**src/verilog/uart_rx_defs.svh**
```systemverilog
// How it works
// RULE1: x16 oversampling, shifter advances per bit.
// RULE2: Frames accepted only while receive enable set.
// RULE3: After stop bit, word moves into FIFO.
// RULE4: Transfer into FIFO sets receive flag.
// RULE5: Receive flag interrupts only when enabled.
// RULE6: Flag read-only, clears when FIFO empty.
// RULE7: Two-entry FIFO plus word in shifter.
// RULE8: Stop bit while full sets overrun, drops.
// RULE9: Overrun sticky; cleared by toggling receive enable.
// RULE10: Overrun blocks all transfers into FIFO.
// RULE11: Low stop bit sets framing error.
// RULE12: Framing and ninth bit queued per entry.
// RULE13: Software reads status before reading data.
// RULE14: Address match drops words with ninth bit 0.
// RULE15: Address match acts only in nine-bit mode.
// RULE16: Address match off receives every word.
// RULE17: Divider rate is clock over 4(divisor+1).
// RULE18: Falling idle line starts frame assembly.
`ifndef UART_RX_DEFS_SVH
`define UART_RX_DEFS_SVH

// ----------------------------------------
// Register byte offsets
// ----------------------------------------
`define OFS_RX_STATUS_CTRL 5'h00
`define OFS_BAUD_DIVISOR   5'h04
`define OFS_RX_DATA_FIFO   5'h08
`define OFS_PERIPH_FLAG    5'h0c
`define OFS_PERIPH_IRQ_EN  5'h10
`define OFS_EVENT_STATUS   5'h14
`define OFS_EVENT_MASK     5'h18

// ----------------------------------------
// Field positions
// ----------------------------------------
`define BIT_NINE_BIT_SEL   6
`define BIT_CONT_RX_EN     4
`define BIT_ADDR_MATCH_EN  3
`define BIT_FRAMING_ERR    2
`define BIT_OVERRUN_ERR    1
`define BIT_NINTH_BIT      0
`define BIT_RECEIVE_FLAG   5
`define BIT_RECEIVE_IRQ_EN 5
`define EVT_WORD_RECEIVED  0
`define EVT_OVERRUN        1
`define EVT_FRAMING        2

// ----------------------------------------
// Reset values and timing
// ----------------------------------------
`define RST_BAUD_DIVISOR   8'h00
`define RST_EVENT_MASK     3'h0
`define PRESCALE_LAST      2'h3
`define OVERSAMPLE_LAST    4'hf
`define START_CENTRE       4'h7
`define LAST_BIT_8         4'h7
`define LAST_BIT_9         4'h8

`endif

```
**src/verilog/uart_rx_pkg.sv**
```systemverilog
package uart_rx_pkg;
    typedef enum logic [1:0] {RX_IDLE, RX_START, RX_DATA, RX_STOP} rx_state_t;
endpackage

```
**src/verilog/rx_oversampler.sv**
```systemverilog
`timescale 1ns/1ps
`include "uart_rx_defs.svh"
module rx_oversampler
    import uart_rx_pkg::*;
(
    // Clock and reset
    input  wire logic       i_clk_sys,
    input  wire logic       i_rstn,
    // Control
    input  wire logic       i_enable,
    input  wire logic [7:0] i_divisor,
    // Sample tick
    output logic            o_tick
);
    logic [1:0] pre_reg;
    logic [7:0] cnt_reg;

    // ----------------------------------------
    // Divider: one tick per 4*(divisor+1) clocks
    // ----------------------------------------
    always_ff @(posedge i_clk_sys)
    begin
        if (!i_rstn || !i_enable)
        begin
            pre_reg <= 2'h0;
            cnt_reg <= 8'h00;
            o_tick  <= 1'b0;
        end
        else
        begin
            pre_reg <= pre_reg + 2'h1; // [RULE17]
            o_tick  <= 1'b0;
            if (pre_reg == `PRESCALE_LAST)
            begin
                // Comparing with >= lets a smaller divisor act at once instead of after a full wrap.
                if (cnt_reg >= i_divisor)
                begin
                    cnt_reg <= 8'h00;
                    o_tick  <= 1'b1; // [RULE1]
                end
                else
                begin
                    cnt_reg <= cnt_reg + 8'h01;
                end
            end
        end
    end

    property p_tick_spacing;
        @(posedge i_clk_sys) disable iff (!i_rstn)
        o_tick |=> !o_tick;
    endproperty
    a_tick_spacing: assert property (p_tick_spacing) else $error("sample tick lasted more than one cycle"); // [RULE17]
endmodule // rx_oversampler

```
**src/verilog/async_serial_receiver.sv**
```systemverilog
// Our own choices: register access over Avalon-MM and the address map.
`timescale 1ns/1ps
`include "uart_rx_defs.svh"
module async_serial_receiver
    import uart_rx_pkg::*;
(
    // Clock and reset
    input  wire logic        i_clk_sys,
    input  wire logic        i_rstn,
    // Avalon-MM slave
    input  wire logic [4:0]  i_avs_address,
    input  wire logic        i_avs_read,
    input  wire logic        i_avs_write,
    input  wire logic [31:0] i_avs_writedata,
    output logic [31:0]      o_avs_readdata,
    output logic             o_avs_waitrequest,
    // Serial line and interrupt
    input  wire logic        i_serial_input_pin,
    output logic             o_irq
);
    rx_state_t   state_reg;
    logic [3:0]  scnt_reg;
    logic [3:0]  bitcnt_reg;
    logic [8:0]  receive_shift_register;
    logic        sample_tick;
    logic        nine_bit_receive_select;
    logic        continuous_receive_enable;
    logic        address_match_enable;
    logic        overrun_error;
    logic        receive_irq_enable;
    logic [7:0]  baud_divisor;
    logic [2:0]  event_status_reg;
    logic [2:0]  event_mask_reg;
    logic [9:0]  receive_data_fifo [2];
    logic        wr_ptr_reg;
    logic        rd_ptr_reg;
    logic [1:0]  count_reg;
    logic        frame_done;
    logic        addr_drop;
    logic        fifo_full;
    logic        push;
    logic        pop;
    logic        set_overrun;
    logic        stop_low;
    logic        acc;
    logic        receive_flag;
    logic [9:0]  head;
    logic [2:0]  event_set;
    logic [2:0]  event_clr;
    logic [31:0] readdata_next;

    rx_oversampler u_oversampler
    (
        .i_clk_sys (i_clk_sys),
        .i_rstn    (i_rstn),
        .i_enable  (continuous_receive_enable),
        .i_divisor (baud_divisor),
        .o_tick    (sample_tick)
    );

    // ----------------------------------------
    // Bus access
    // ----------------------------------------
    assign acc          = (i_avs_read || i_avs_write) && !o_avs_waitrequest;
    assign pop          = acc && i_avs_read && (i_avs_address == `OFS_RX_DATA_FIFO) && (count_reg != 2'h0);
    assign receive_flag = (count_reg != 2'h0); // [RULE6]
    assign head         = receive_data_fifo[rd_ptr_reg];

    always_ff @(posedge i_clk_sys)
    begin
        if (!i_rstn)
            o_avs_waitrequest <= 1'b1;
        else
            o_avs_waitrequest <= !((i_avs_read || i_avs_write) && o_avs_waitrequest);
    end

    always_comb
    begin
        readdata_next = 32'h0000_0000;
        unique case (i_avs_address)
            `OFS_RX_STATUS_CTRL:
            begin
                readdata_next[`BIT_NINE_BIT_SEL]  = nine_bit_receive_select;
                readdata_next[`BIT_CONT_RX_EN]    = continuous_receive_enable;
                readdata_next[`BIT_ADDR_MATCH_EN] = address_match_enable;
                readdata_next[`BIT_FRAMING_ERR]   = head[9] && receive_flag; // [RULE12]
                readdata_next[`BIT_OVERRUN_ERR]   = overrun_error;
                readdata_next[`BIT_NINTH_BIT]     = head[8] && receive_flag;
            end
            `OFS_BAUD_DIVISOR:  readdata_next[7:0] = baud_divisor;
            `OFS_RX_DATA_FIFO:  readdata_next[7:0] = receive_flag ? head[7:0] : 8'h00;
            `OFS_PERIPH_FLAG:   readdata_next[`BIT_RECEIVE_FLAG] = receive_flag;
            `OFS_PERIPH_IRQ_EN: readdata_next[`BIT_RECEIVE_IRQ_EN] = receive_irq_enable;
            `OFS_EVENT_STATUS:  readdata_next[2:0] = event_status_reg;
            `OFS_EVENT_MASK:    readdata_next[2:0] = event_mask_reg;
            default:            readdata_next = 32'h0000_0000;
        endcase
    end

    always_ff @(posedge i_clk_sys)
    begin
        if (!i_rstn)
            o_avs_readdata <= 32'h0000_0000;
        else if (i_avs_read && o_avs_waitrequest)
            o_avs_readdata <= readdata_next;
    end

    // ----------------------------------------
    // Control registers
    // ----------------------------------------
    always_ff @(posedge i_clk_sys)
    begin
        if (!i_rstn)
        begin
            nine_bit_receive_select   <= 1'b0;
            continuous_receive_enable <= 1'b0;
            address_match_enable      <= 1'b0;
            baud_divisor              <= `RST_BAUD_DIVISOR;
            receive_irq_enable        <= 1'b0;
            event_mask_reg            <= `RST_EVENT_MASK;
        end
        else if (acc && i_avs_write)
        begin
            unique case (i_avs_address)
                `OFS_RX_STATUS_CTRL:
                begin
                    nine_bit_receive_select   <= i_avs_writedata[`BIT_NINE_BIT_SEL];
                    continuous_receive_enable <= i_avs_writedata[`BIT_CONT_RX_EN];
                    address_match_enable      <= i_avs_writedata[`BIT_ADDR_MATCH_EN];
                end
                `OFS_BAUD_DIVISOR:  baud_divisor <= i_avs_writedata[7:0];
                `OFS_PERIPH_IRQ_EN: receive_irq_enable <= i_avs_writedata[`BIT_RECEIVE_IRQ_EN];
                `OFS_EVENT_MASK:    event_mask_reg <= i_avs_writedata[2:0];
                default:            ;
            endcase
        end
    end

    // ----------------------------------------
    // Frame recovery
    // ----------------------------------------
    // Sampling at the bit centre keeps one sample per bit; the line is not majority-voted.
    always_ff @(posedge i_clk_sys)
    begin
        if (!i_rstn || !continuous_receive_enable) // [RULE2] [RULE9]
        begin
            state_reg              <= RX_IDLE;
            scnt_reg               <= 4'h0;
            bitcnt_reg             <= 4'h0;
            receive_shift_register <= 9'h000;
        end
        else
        begin
            unique case (state_reg)
                RX_IDLE:
                begin
                    scnt_reg               <= 4'h0;
                    bitcnt_reg             <= 4'h0;
                    receive_shift_register <= 9'h000;
                    if (!i_serial_input_pin)
                        state_reg <= RX_START; // [RULE18]
                end
                RX_START:
                begin
                    if (sample_tick)
                    begin
                        scnt_reg <= scnt_reg + 4'h1;
                        if (scnt_reg == `START_CENTRE)
                        begin
                            scnt_reg  <= 4'h0;
                            state_reg <= i_serial_input_pin ? RX_IDLE : RX_DATA; // [RULE18]
                        end
                    end
                end
                RX_DATA:
                begin
                    if (sample_tick)
                    begin
                        scnt_reg <= scnt_reg + 4'h1;
                        if (scnt_reg == `OVERSAMPLE_LAST)
                        begin
                            receive_shift_register[bitcnt_reg] <= i_serial_input_pin; // [RULE1]
                            bitcnt_reg <= bitcnt_reg + 4'h1;
                            if (bitcnt_reg == (nine_bit_receive_select ? `LAST_BIT_9 : `LAST_BIT_8))
                                state_reg <= RX_STOP;
                        end
                    end
                end
                RX_STOP:
                begin
                    if (sample_tick)
                    begin
                        scnt_reg <= scnt_reg + 4'h1;
                        if (scnt_reg == `OVERSAMPLE_LAST)
                            state_reg <= RX_IDLE;
                    end
                end
            endcase
        end
    end

    // ----------------------------------------
    // Transfer decision
    // ----------------------------------------
    assign frame_done  = continuous_receive_enable && (state_reg == RX_STOP) && sample_tick
                         && (scnt_reg == `OVERSAMPLE_LAST);
    assign stop_low    = !i_serial_input_pin; // [RULE11]
    assign addr_drop   = nine_bit_receive_select && address_match_enable
                         && !receive_shift_register[8]; // [RULE14] [RULE15] [RULE16]
    assign fifo_full   = (count_reg == 2'h2) && !pop; // [RULE7]
    assign push        = frame_done && !addr_drop && !overrun_error && !fifo_full; // [RULE3] [RULE10]
    assign set_overrun = frame_done && !addr_drop && !overrun_error && fifo_full; // [RULE8]

    always_ff @(posedge i_clk_sys)
    begin
        if (!i_rstn || !continuous_receive_enable)
            overrun_error <= 1'b0; // [RULE9]
        else if (set_overrun)
            overrun_error <= 1'b1;
    end

    // ----------------------------------------
    // Receive FIFO
    // ----------------------------------------
    always_ff @(posedge i_clk_sys)
    begin
        if (push)
            receive_data_fifo[wr_ptr_reg] <= {stop_low, receive_shift_register}; // [RULE12]
    end

    always_ff @(posedge i_clk_sys)
    begin
        if (!i_rstn)
        begin
            wr_ptr_reg <= 1'b0;
            rd_ptr_reg <= 1'b0;
            count_reg  <= 2'h0;
        end
        else
        begin
            if (push)
                wr_ptr_reg <= !wr_ptr_reg;
            if (pop)
                rd_ptr_reg <= !rd_ptr_reg; // [RULE12]
            count_reg <= count_reg + {1'b0, push} - {1'b0, pop}; // [RULE4] [RULE6]
        end
    end

    // ----------------------------------------
    // Events and interrupt
    // ----------------------------------------
    assign event_set = {frame_done && stop_low, set_overrun, push};
    assign event_clr = (acc && i_avs_write && (i_avs_address == `OFS_EVENT_STATUS)) ?
                       i_avs_writedata[2:0] : 3'h0;

    always_ff @(posedge i_clk_sys)
    begin
        if (!i_rstn)
            event_status_reg <= 3'h0;
        else
            event_status_reg <= (event_status_reg & ~event_clr) | event_set;
    end

    always_ff @(posedge i_clk_sys)
    begin
        if (!i_rstn)
            o_irq <= 1'b0;
        else
            o_irq <= (receive_flag && receive_irq_enable) || |(event_status_reg & event_mask_reg); // [RULE5]
    end

    // ----------------------------------------
    // Assertions
    // ----------------------------------------
    property p_rx_enable;
        @(posedge i_clk_sys) disable iff (!i_rstn)
        !continuous_receive_enable |=> (state_reg == RX_IDLE) && !overrun_error;
    endproperty
    a_rx_enable: assert property (p_rx_enable) else $error("receiver ran while disabled"); // [RULE2]

    property p_push_flag;
        @(posedge i_clk_sys) disable iff (!i_rstn)
        push |=> receive_flag;
    endproperty
    a_push_flag: assert property (p_push_flag) else $error("flag not set after transfer"); // [RULE4]

    property p_irq_gate;
        @(posedge i_clk_sys) disable iff (!i_rstn)
        o_irq |-> $past(receive_flag && receive_irq_enable) || $past(|(event_status_reg & event_mask_reg));
    endproperty
    a_irq_gate: assert property (p_irq_gate) else $error("interrupt without enabled cause"); // [RULE5]

    property p_flag_clear;
        @(posedge i_clk_sys) disable iff (!i_rstn)
        pop && (count_reg == 2'h1) && !push |=> !receive_flag;
    endproperty
    a_flag_clear: assert property (p_flag_clear) else $error("flag stayed after FIFO emptied"); // [RULE6]

    property p_fifo_depth;
        @(posedge i_clk_sys) disable iff (!i_rstn)
        count_reg <= 2'h2;
    endproperty
    a_fifo_depth: assert property (p_fifo_depth) else $error("FIFO above two entries"); // [RULE7]

    property p_overrun;
        @(posedge i_clk_sys) disable iff (!i_rstn)
        frame_done && !addr_drop && (count_reg == 2'h2) && !pop ##1 continuous_receive_enable
        |-> overrun_error && (count_reg == 2'h2);
    endproperty
    a_overrun: assert property (p_overrun) else $error("overrun not flagged"); // [RULE8]

    property p_overrun_sticky;
        @(posedge i_clk_sys) disable iff (!i_rstn)
        overrun_error ##1 continuous_receive_enable |-> overrun_error;
    endproperty
    a_overrun_sticky: assert property (p_overrun_sticky) else $error("overrun cleared by itself"); // [RULE9]

    property p_block;
        @(posedge i_clk_sys) disable iff (!i_rstn)
        overrun_error |-> !push ##1 ($stable(wr_ptr_reg) || !overrun_error);
    endproperty
    a_block: assert property (p_block) else $error("transfer during overrun"); // [RULE10]

    property p_address_drop;
        @(posedge i_clk_sys) disable iff (!i_rstn)
        frame_done && nine_bit_receive_select && address_match_enable && !receive_shift_register[8]
        |=> $stable(wr_ptr_reg) && !event_status_reg[`EVT_OVERRUN] || $past(event_status_reg[`EVT_OVERRUN]);
    endproperty
    a_address_drop: assert property (p_address_drop) else $error("data word loaded under address match"); // [RULE14]

    property p_start;
        @(posedge i_clk_sys) disable iff (!i_rstn)
        (state_reg == RX_IDLE) && continuous_receive_enable && !i_serial_input_pin |=> state_reg == RX_START;
    endproperty
    a_start: assert property (p_start) else $error("falling line did not start a frame"); // [RULE18]

    c_push:     cover property (@(posedge i_clk_sys) disable iff (!i_rstn) push);
    c_overrun:  cover property (@(posedge i_clk_sys) disable iff (!i_rstn) set_overrun);
    c_drop:     cover property (@(posedge i_clk_sys) disable iff (!i_rstn) frame_done && addr_drop);
    c_pop_full: cover property (@(posedge i_clk_sys) disable iff (!i_rstn) pop && (count_reg == 2'h2));
endmodule // async_serial_receiver

```
**config.mk**
```make
export PLATFORM = sky130hd
export DESIGN_NAME = async_serial_receiver
export DESIGN_NICKNAME = d
export VERILOG_FILES = /design/src/verilog/uart_rx_pkg.sv /design/src/verilog/rx_oversampler.sv /design/src/verilog/async_serial_receiver.sv
export VERILOG_INCLUDE_DIRS = /design/src /design/src/verilog
export SDC_FILE = /design/constraint.sdc
export NUM_CORES = 1
export LEC_CHECK = 0
export BUFFER_PORTS_ARGS = -buffer_cell sky130_fd_sc_hd__buf_2
export CORE_ASPECT_RATIO = 0.75
export CORE_MARGIN = 2
export CORE_UTILIZATION = 35
export DETAILED_ROUTE_END_ITERATION = 7
export SLEW_MARGIN = 20
export SYNTH_ARGS = -nofsm -noshare
export SYNTH_HDL_FRONTEND = slang
export SYNTH_HIERARCHICAL = 1
export SYNTH_SLANG_ARGS = --single-unit
```
**constraint.sdc**
```tcl
create_clock -name i_clk_sys -period 2.45 [get_ports i_clk_sys]
set_input_delay 0.1225 -clock i_clk_sys [delete_from_list [all_inputs] [get_ports i_clk_sys]]
set_output_delay 0.1225 -clock i_clk_sys [all_outputs]
set_load 0.02 [all_outputs]
```
=== After elaboration in Yosys (flattened, before gate mapping) ===
Memories as Yosys holds them, arrays and structs flattened. A register that Yosys moved wholly into a read port is not among the register bits.
Cells that the tools add are included.
Widths: inputs -> output; s select.

* Input port bits: 42
* Memory bits (writable): 20
* Output and inout port bits: 34
* Memories kept: 1
* Latch bits: 0
* Logic and storage cells: 148
* Bits in read-only memories: 0
* Register bits after elaboration: 63

* Order comparisons: 3
* Div/mod/pow operators: 0
* Bitwise logic cells: 5
* Shifts and indexed selects: 0
* Add/sub/neg operators: 6
* Reductions and logical operators: 52
* Multiply operators: 0
* Multiplexer cells: 37
* Equal/unequal tests: 23

{| class="wikitable"
|+ Memory list
! memory !! depth !! bits a word !! read ports !! clocked after Yosys merged registers in !! write ports !! line !! text
|-
| receive_data_fifo || 2 || 10 || 1 || 1 || 1 || async_serial_receiver.sv:34 || <nowiki>logic [9:0] receive_data_fifo [2];</nowiki>
|}

{| class="wikitable"
|+ Operators with widths
! cell !! number
|-
| $mux 4 || 6
|-
| $logic_and 1x1->1 || 23
|-
| $mux 2 || 9
|-
| $mux 9 || 2
|-
| $pmux 9 s2 || 1
|-
| $mux 8 || 2
|-
| $eq 5x5->1 const B || 3
|-
| $pmux 3 s5 || 1
|-
| $logic_not 1->1 || 12
|-
| $pmux 4 s3 || 1
|-
| $eq 5x4->1 const B || 2
|-
| $ne 2x2->1 const B || 5
|-
| $reduce_and 2->1 || 5
|-
| $bwmux 9 || 1
|-
| $add 4x1->4 const B || 2
|-
| $add 8x1->8 const B || 1
|-
| $eq 2x2->1 const B || 4
|-
| $ge 8x8->1 || 1
|-
| $ne 2x1->1 const B || 4
|-
| $pmux 2 s4 || 1
|-
| $pmux 4 s2 || 1
|-
| $reduce_and 8->1 || 1
|-
| $and 3x3->3 || 2
|-
| $mux 1 || 6
|-
| 26 further kinds || 30
|}

=== Logic depth before layout (Yosys ltp) ===
* Word-level depth: 11
* Depth in mapped cells: 11
* Gate-level depth less buffers: 10

=== Cells and area by module ===
Netlist, hierarchy kept.

{| class="wikitable"
|+ By module, submodules not included
! module !! sequential area each (um^2) !! cells an instance !! times used !! area each (um^2)
|-
| async_serial_receiver || 1661.6 || 353 || 1 || 3585.9
|-
| rx_oversampler || 220.2 || 69 || 1 || 680.7
|}

=== Least setup slack after synthesis ===
OpenSTA, ideal clock, no wires.

* Kind: flip-flop to flip-flop
* Start: reg scnt_reg[0]
* End: reg count_reg[1]
* Cell stages (with the launch flop): 11
* Arrival time: 2.099 ns
* Data required time: 2.322 ns
* Library setup time: 0.128 ns
* Clock period less this slack: 2.227 ns
* Path buffers: 0
* Setup slack: 0.223 ns
* Cell sequence: dfxtp_1 -> ha_1 -> nand4_4 -> nor4_2 -> nand2_1 -> ha_1 -> inv_1 -> ha_1 -> xor2_1 -> xnor2_1 -> nor2_1

* Cells in the longest elaborated chain, start to end: 7

{| class="wikitable"
|+ RTL lines
! element !! line !! text
|-
| from (decl) || async_serial_receiver.sv:22 || <nowiki>logic [3:0] scnt_reg;</nowiki>
|-
| from (signal assigned) || async_serial_receiver.sv:167 || <nowiki>scnt_reg <= scnt_reg + 4'h1;</nowiki>
|-
| from (signal assigned) || async_serial_receiver.sv:179 || <nowiki>scnt_reg <= scnt_reg + 4'h1;</nowiki>
|-
| from (signal assigned) || async_serial_receiver.sv:193 || <nowiki>scnt_reg <= scnt_reg + 4'h1;</nowiki>
|-
| $eq 4x4->1 (no source line) || - ||
|-
| $logic_and 1x1->1 || async_serial_receiver.sv:205 || <nowiki>assign frame_done = continuous_receive_enable && (state_reg == RX_STOP) && sample_tick</nowiki>
|-
| $logic_and 1x1->1 (3 in series) || async_serial_receiver.sv:211 || <nowiki>assign push = frame_done && !addr_drop && !overrun_error && !fifo_full;</nowiki>
|-
| $add 2x1->2 || async_serial_receiver.sv:245 || <nowiki>count_reg <= count_reg + {1'b0, push} - {1'b0, pop};</nowiki>
|-
| $sub 2x1->2 || async_serial_receiver.sv:245 ||
|-
| to (signal assigned) || async_serial_receiver.sv:245 ||
|-
| to (decl) || async_serial_receiver.sv:37 || <nowiki>logic [1:0] count_reg;</nowiki>
|}

Every way passes these cells.
A chain may end at the register's enable or synchronous reset.

=== Worst setup path in the final report ===
Ends and elaborated chain as after synthesis.

==> results.yml <==
placement:
  post-place-cells: 600
  place_congestion: 0.8191
  placed_cell_area_um2: 4487
  dp_hpwl_um: 6941
  port_buffers: 27
cts:
  clock-root-buffer: "clkbuf_16"
  post_cts_buffers: 0
  cts_hold_buf: 0
  clkSlewWorstSetupHoldPaths_ns: 0.06
  cts_made_buffers: 9
  cts_num_sinks: 84
  cts_tree: "done"
  insertion_delay_ns: 0.34
  max-clock-path-buffers: 2
  ctsHtreeMaxLevel: 3
critical_path:
  cp.arrival_ns: 2.49
  path_class: "reg2reg"
  crit_fanout: 4
  worst-endpoint-required_ns: 2.66
  worst_setup_path_start_kind: "register"
  critPathCaptureType: "register"
pwr:
  powerDensity_nw_per_um2: 619.5
  p_total_mw: 2.982
  power.leakage_nw: 1.786
  irDropWorstVdd_mv: 0.3227
sta:
  maxSlewHeadroom_pct: 62.87
  post-route-min-period_ns: 2.277
  finClkSkew_ns: 0.006808
  finalHoldViolations: 0
  min_period_over_period_pct: 92.96
  max_freq_mhz: 439.1
  tightest_slew_ns: 0.5511
  rsz0062_at_grt: "false"
  finalSetupViolCount: 0
  fin_setup_tns_ns: 0
  holdWs_ns: 0.03084
  slew_violations: 0
die:
  die_area_um2: 13100
  start_util_pct: 36.34
  fp.dieW_um: 131.5
  core_area_um2: 11740
  num_rows: 34
  dieHeight_um: 99.62
  ioPinCount: 76
synth:
  yosys-top-cells-area: "dfxtp_1 (30%), edfxtp_1 (14%), mux2i_1 (8.2%)"
  yosysMostFrequentCell: "dfxtp_1"
  synth-xor-area-share_pct: 2.874
  ys_warn_count: 6
  async_flop_share_pct: 0
  synthMuxAreaShare_pct: 10.32
  yosys.area_share.simple_pct: 17.60
  yosysTopAreaCellShare_pct: 30.03
  postSynthAreaPerCell_um2: 10.11
  synth_ff_type: "dfxtp_1"
  synth_edf_count: 20
  synth_compound_area_share_pct: 11.11
  ys_types: 60
  syn_inst: 422
  synth_top_cell_by_area: "dfxtp_1"
  synth_fa_ha_area_share_pct: 4.985
  ys_ff_latch: 84
  synth_area_um2: 4267
  synth_top_family_by_area: "simple AND/OR/NAND/NOR gates"
  seq_area_frac_synth_pct: 44.11
  yosys-top-cells-count: "dfxtp_1 (64), nor2_1 (46), mux2i_1 (35)"
route:
  drt_wl_total_um: 9255
  drtIter0Drc: 212
  drc: 0
  drtPass1Iterations: 4
  wl_per_cell_um: 15.02
  detail-route-antenna-nets: 0
  via_count: 3040
  via_per_inst: 4.935
finish:
  design_area_um2: 4813
  nets: 508
  regMostFlops: "receive_data_fifo"
  layout-drive-gt1-share_pct: 17.84
  fin_cells: 616
  largest_reg_flops: 20
  areaGrowthSynthToFinish_pct: 12.82
  reg_top3: "receive_data_fifo (20), receive_shift_register (9)"
  diodes: 0
hold_path:
  hold_class: "in2reg"
grt:
  antenna_found_initial: 0
  grt_pass1_vias: 2945
  grt_max_degree: 25
  overflow: 0
  grt_pass1_wl_um: 15280
  grt_use_total_pct: 14.76
status:
  outcome: "finished clean"
flow_run:
  maxCapViolCount: 0
[worst paths after layout]
check | slack [ns] | start | depth (start not counted) | end
hold / removal | 0.03 | i_avs_read | 2 | o_avs_waitrequest
setup / recovery | 0.17 | scnt_reg[0] | 10 | count_reg[1]
hold reg to reg | 0.43 | u_oversampler/pre_reg[0] | 1 | u_oversampler/pre_reg[0]
setup reg to reg | 0.17 | scnt_reg[0] | 10 | count_reg[1]
[per-stage QoR]
step                setup WS [ns]  utilization (%)
floorplan                  0.2234                -
CTS                        0.1082            40.92
detailed placement         0.1658            38.21
global route              0.03318            41.00
finish                     0.1726            41.00
global placement           0.2583            38.21
[cell usage in the layout (no fill, tap or decap), drive strengths merged, types with 4 or more instances in the layout]
cell,Yosys,final
dfxtp,64,64
nor2,46,46
buf,37,40
mux2i,35,35
conb,1,24
inv,21,22
nand2,20,20
edfxtp,20,20
ha,17,17
nor3,16,16
a21oi,15,15
o21ai,13,13
clkbuf,10,11
nand3,10,10
xnor2,8,8
nand2b,7,7
nand4,7,7
xor2,6,6
a211oi,6,6
and3,5,5
nor3b,4,4
a2111oi,4,4
mux2,4,4
[power by group]
part	total [mW]	switching [mW]	internal, mW
clock network	1.44	0.542	0.899
registers	1.42	0.00393	1.41
logic	0.123	0.0931	0.0294
[final cells by class]
cell class	instances	area (µm²)
fill	1178	6928
multi-input combinational	293	2100
sequential	84	1882
clock buffer	11	232.7
timing repair buffer	40	232.7
tap	162	202.7
clock inverter	5	85.08
inverter	21	78.83
[kinds of logic (layout without fill, tap and decap cells)]
logic type	after synthesis	after routing
buffers and inverters	68	77
adders and majority gates	17	17
muxes	41	41
xor gates and xnor gates	14	14
DFF	84	84
other	1	24
and+or+nand+nor	133	133
AOI/OAI and AO/OA	64	64
[layer usage]
| layer | vias to the layer above | share of wire (%) | global-route usage (%) | wire length (µm) |
|---|---|---|---|---|
| li1 | 1506 | - | - | - |
| met1 | 1447 | 50 | 20.73 | 4621 |
| met2 | 82 | 43 | 22.15 | 3997 |
| met3 | 5 | 6.1 | 4.485 | 564 |
| met4 | 0 | 0.77 | 3.846 | 71 |
| met5 | - | 0 | 0 | 0 |
[repair_timing]
| item | 4_1_cts | 5_1_grt |
|---|---|---|
| hold endpoints to repair | 0 | 0 |
| endpoints found under the setup margin | 0 | 1 |
| resized for setup | 0 | 1 |
[critical path, cell delays in order (launching register included)]
cell and delay (ns):
dfxtp_1 0.38, ha_1 0.28, nand4_4 0.14, nor4_4 0.31, nand2_1 0.13, ha_1 0.30, inv_1 0.06, ha_1 0.16
xor2_1 0.18, xnor2_1 0.15, nor2_1 0.06
Power figures use the tool's default switching activity.
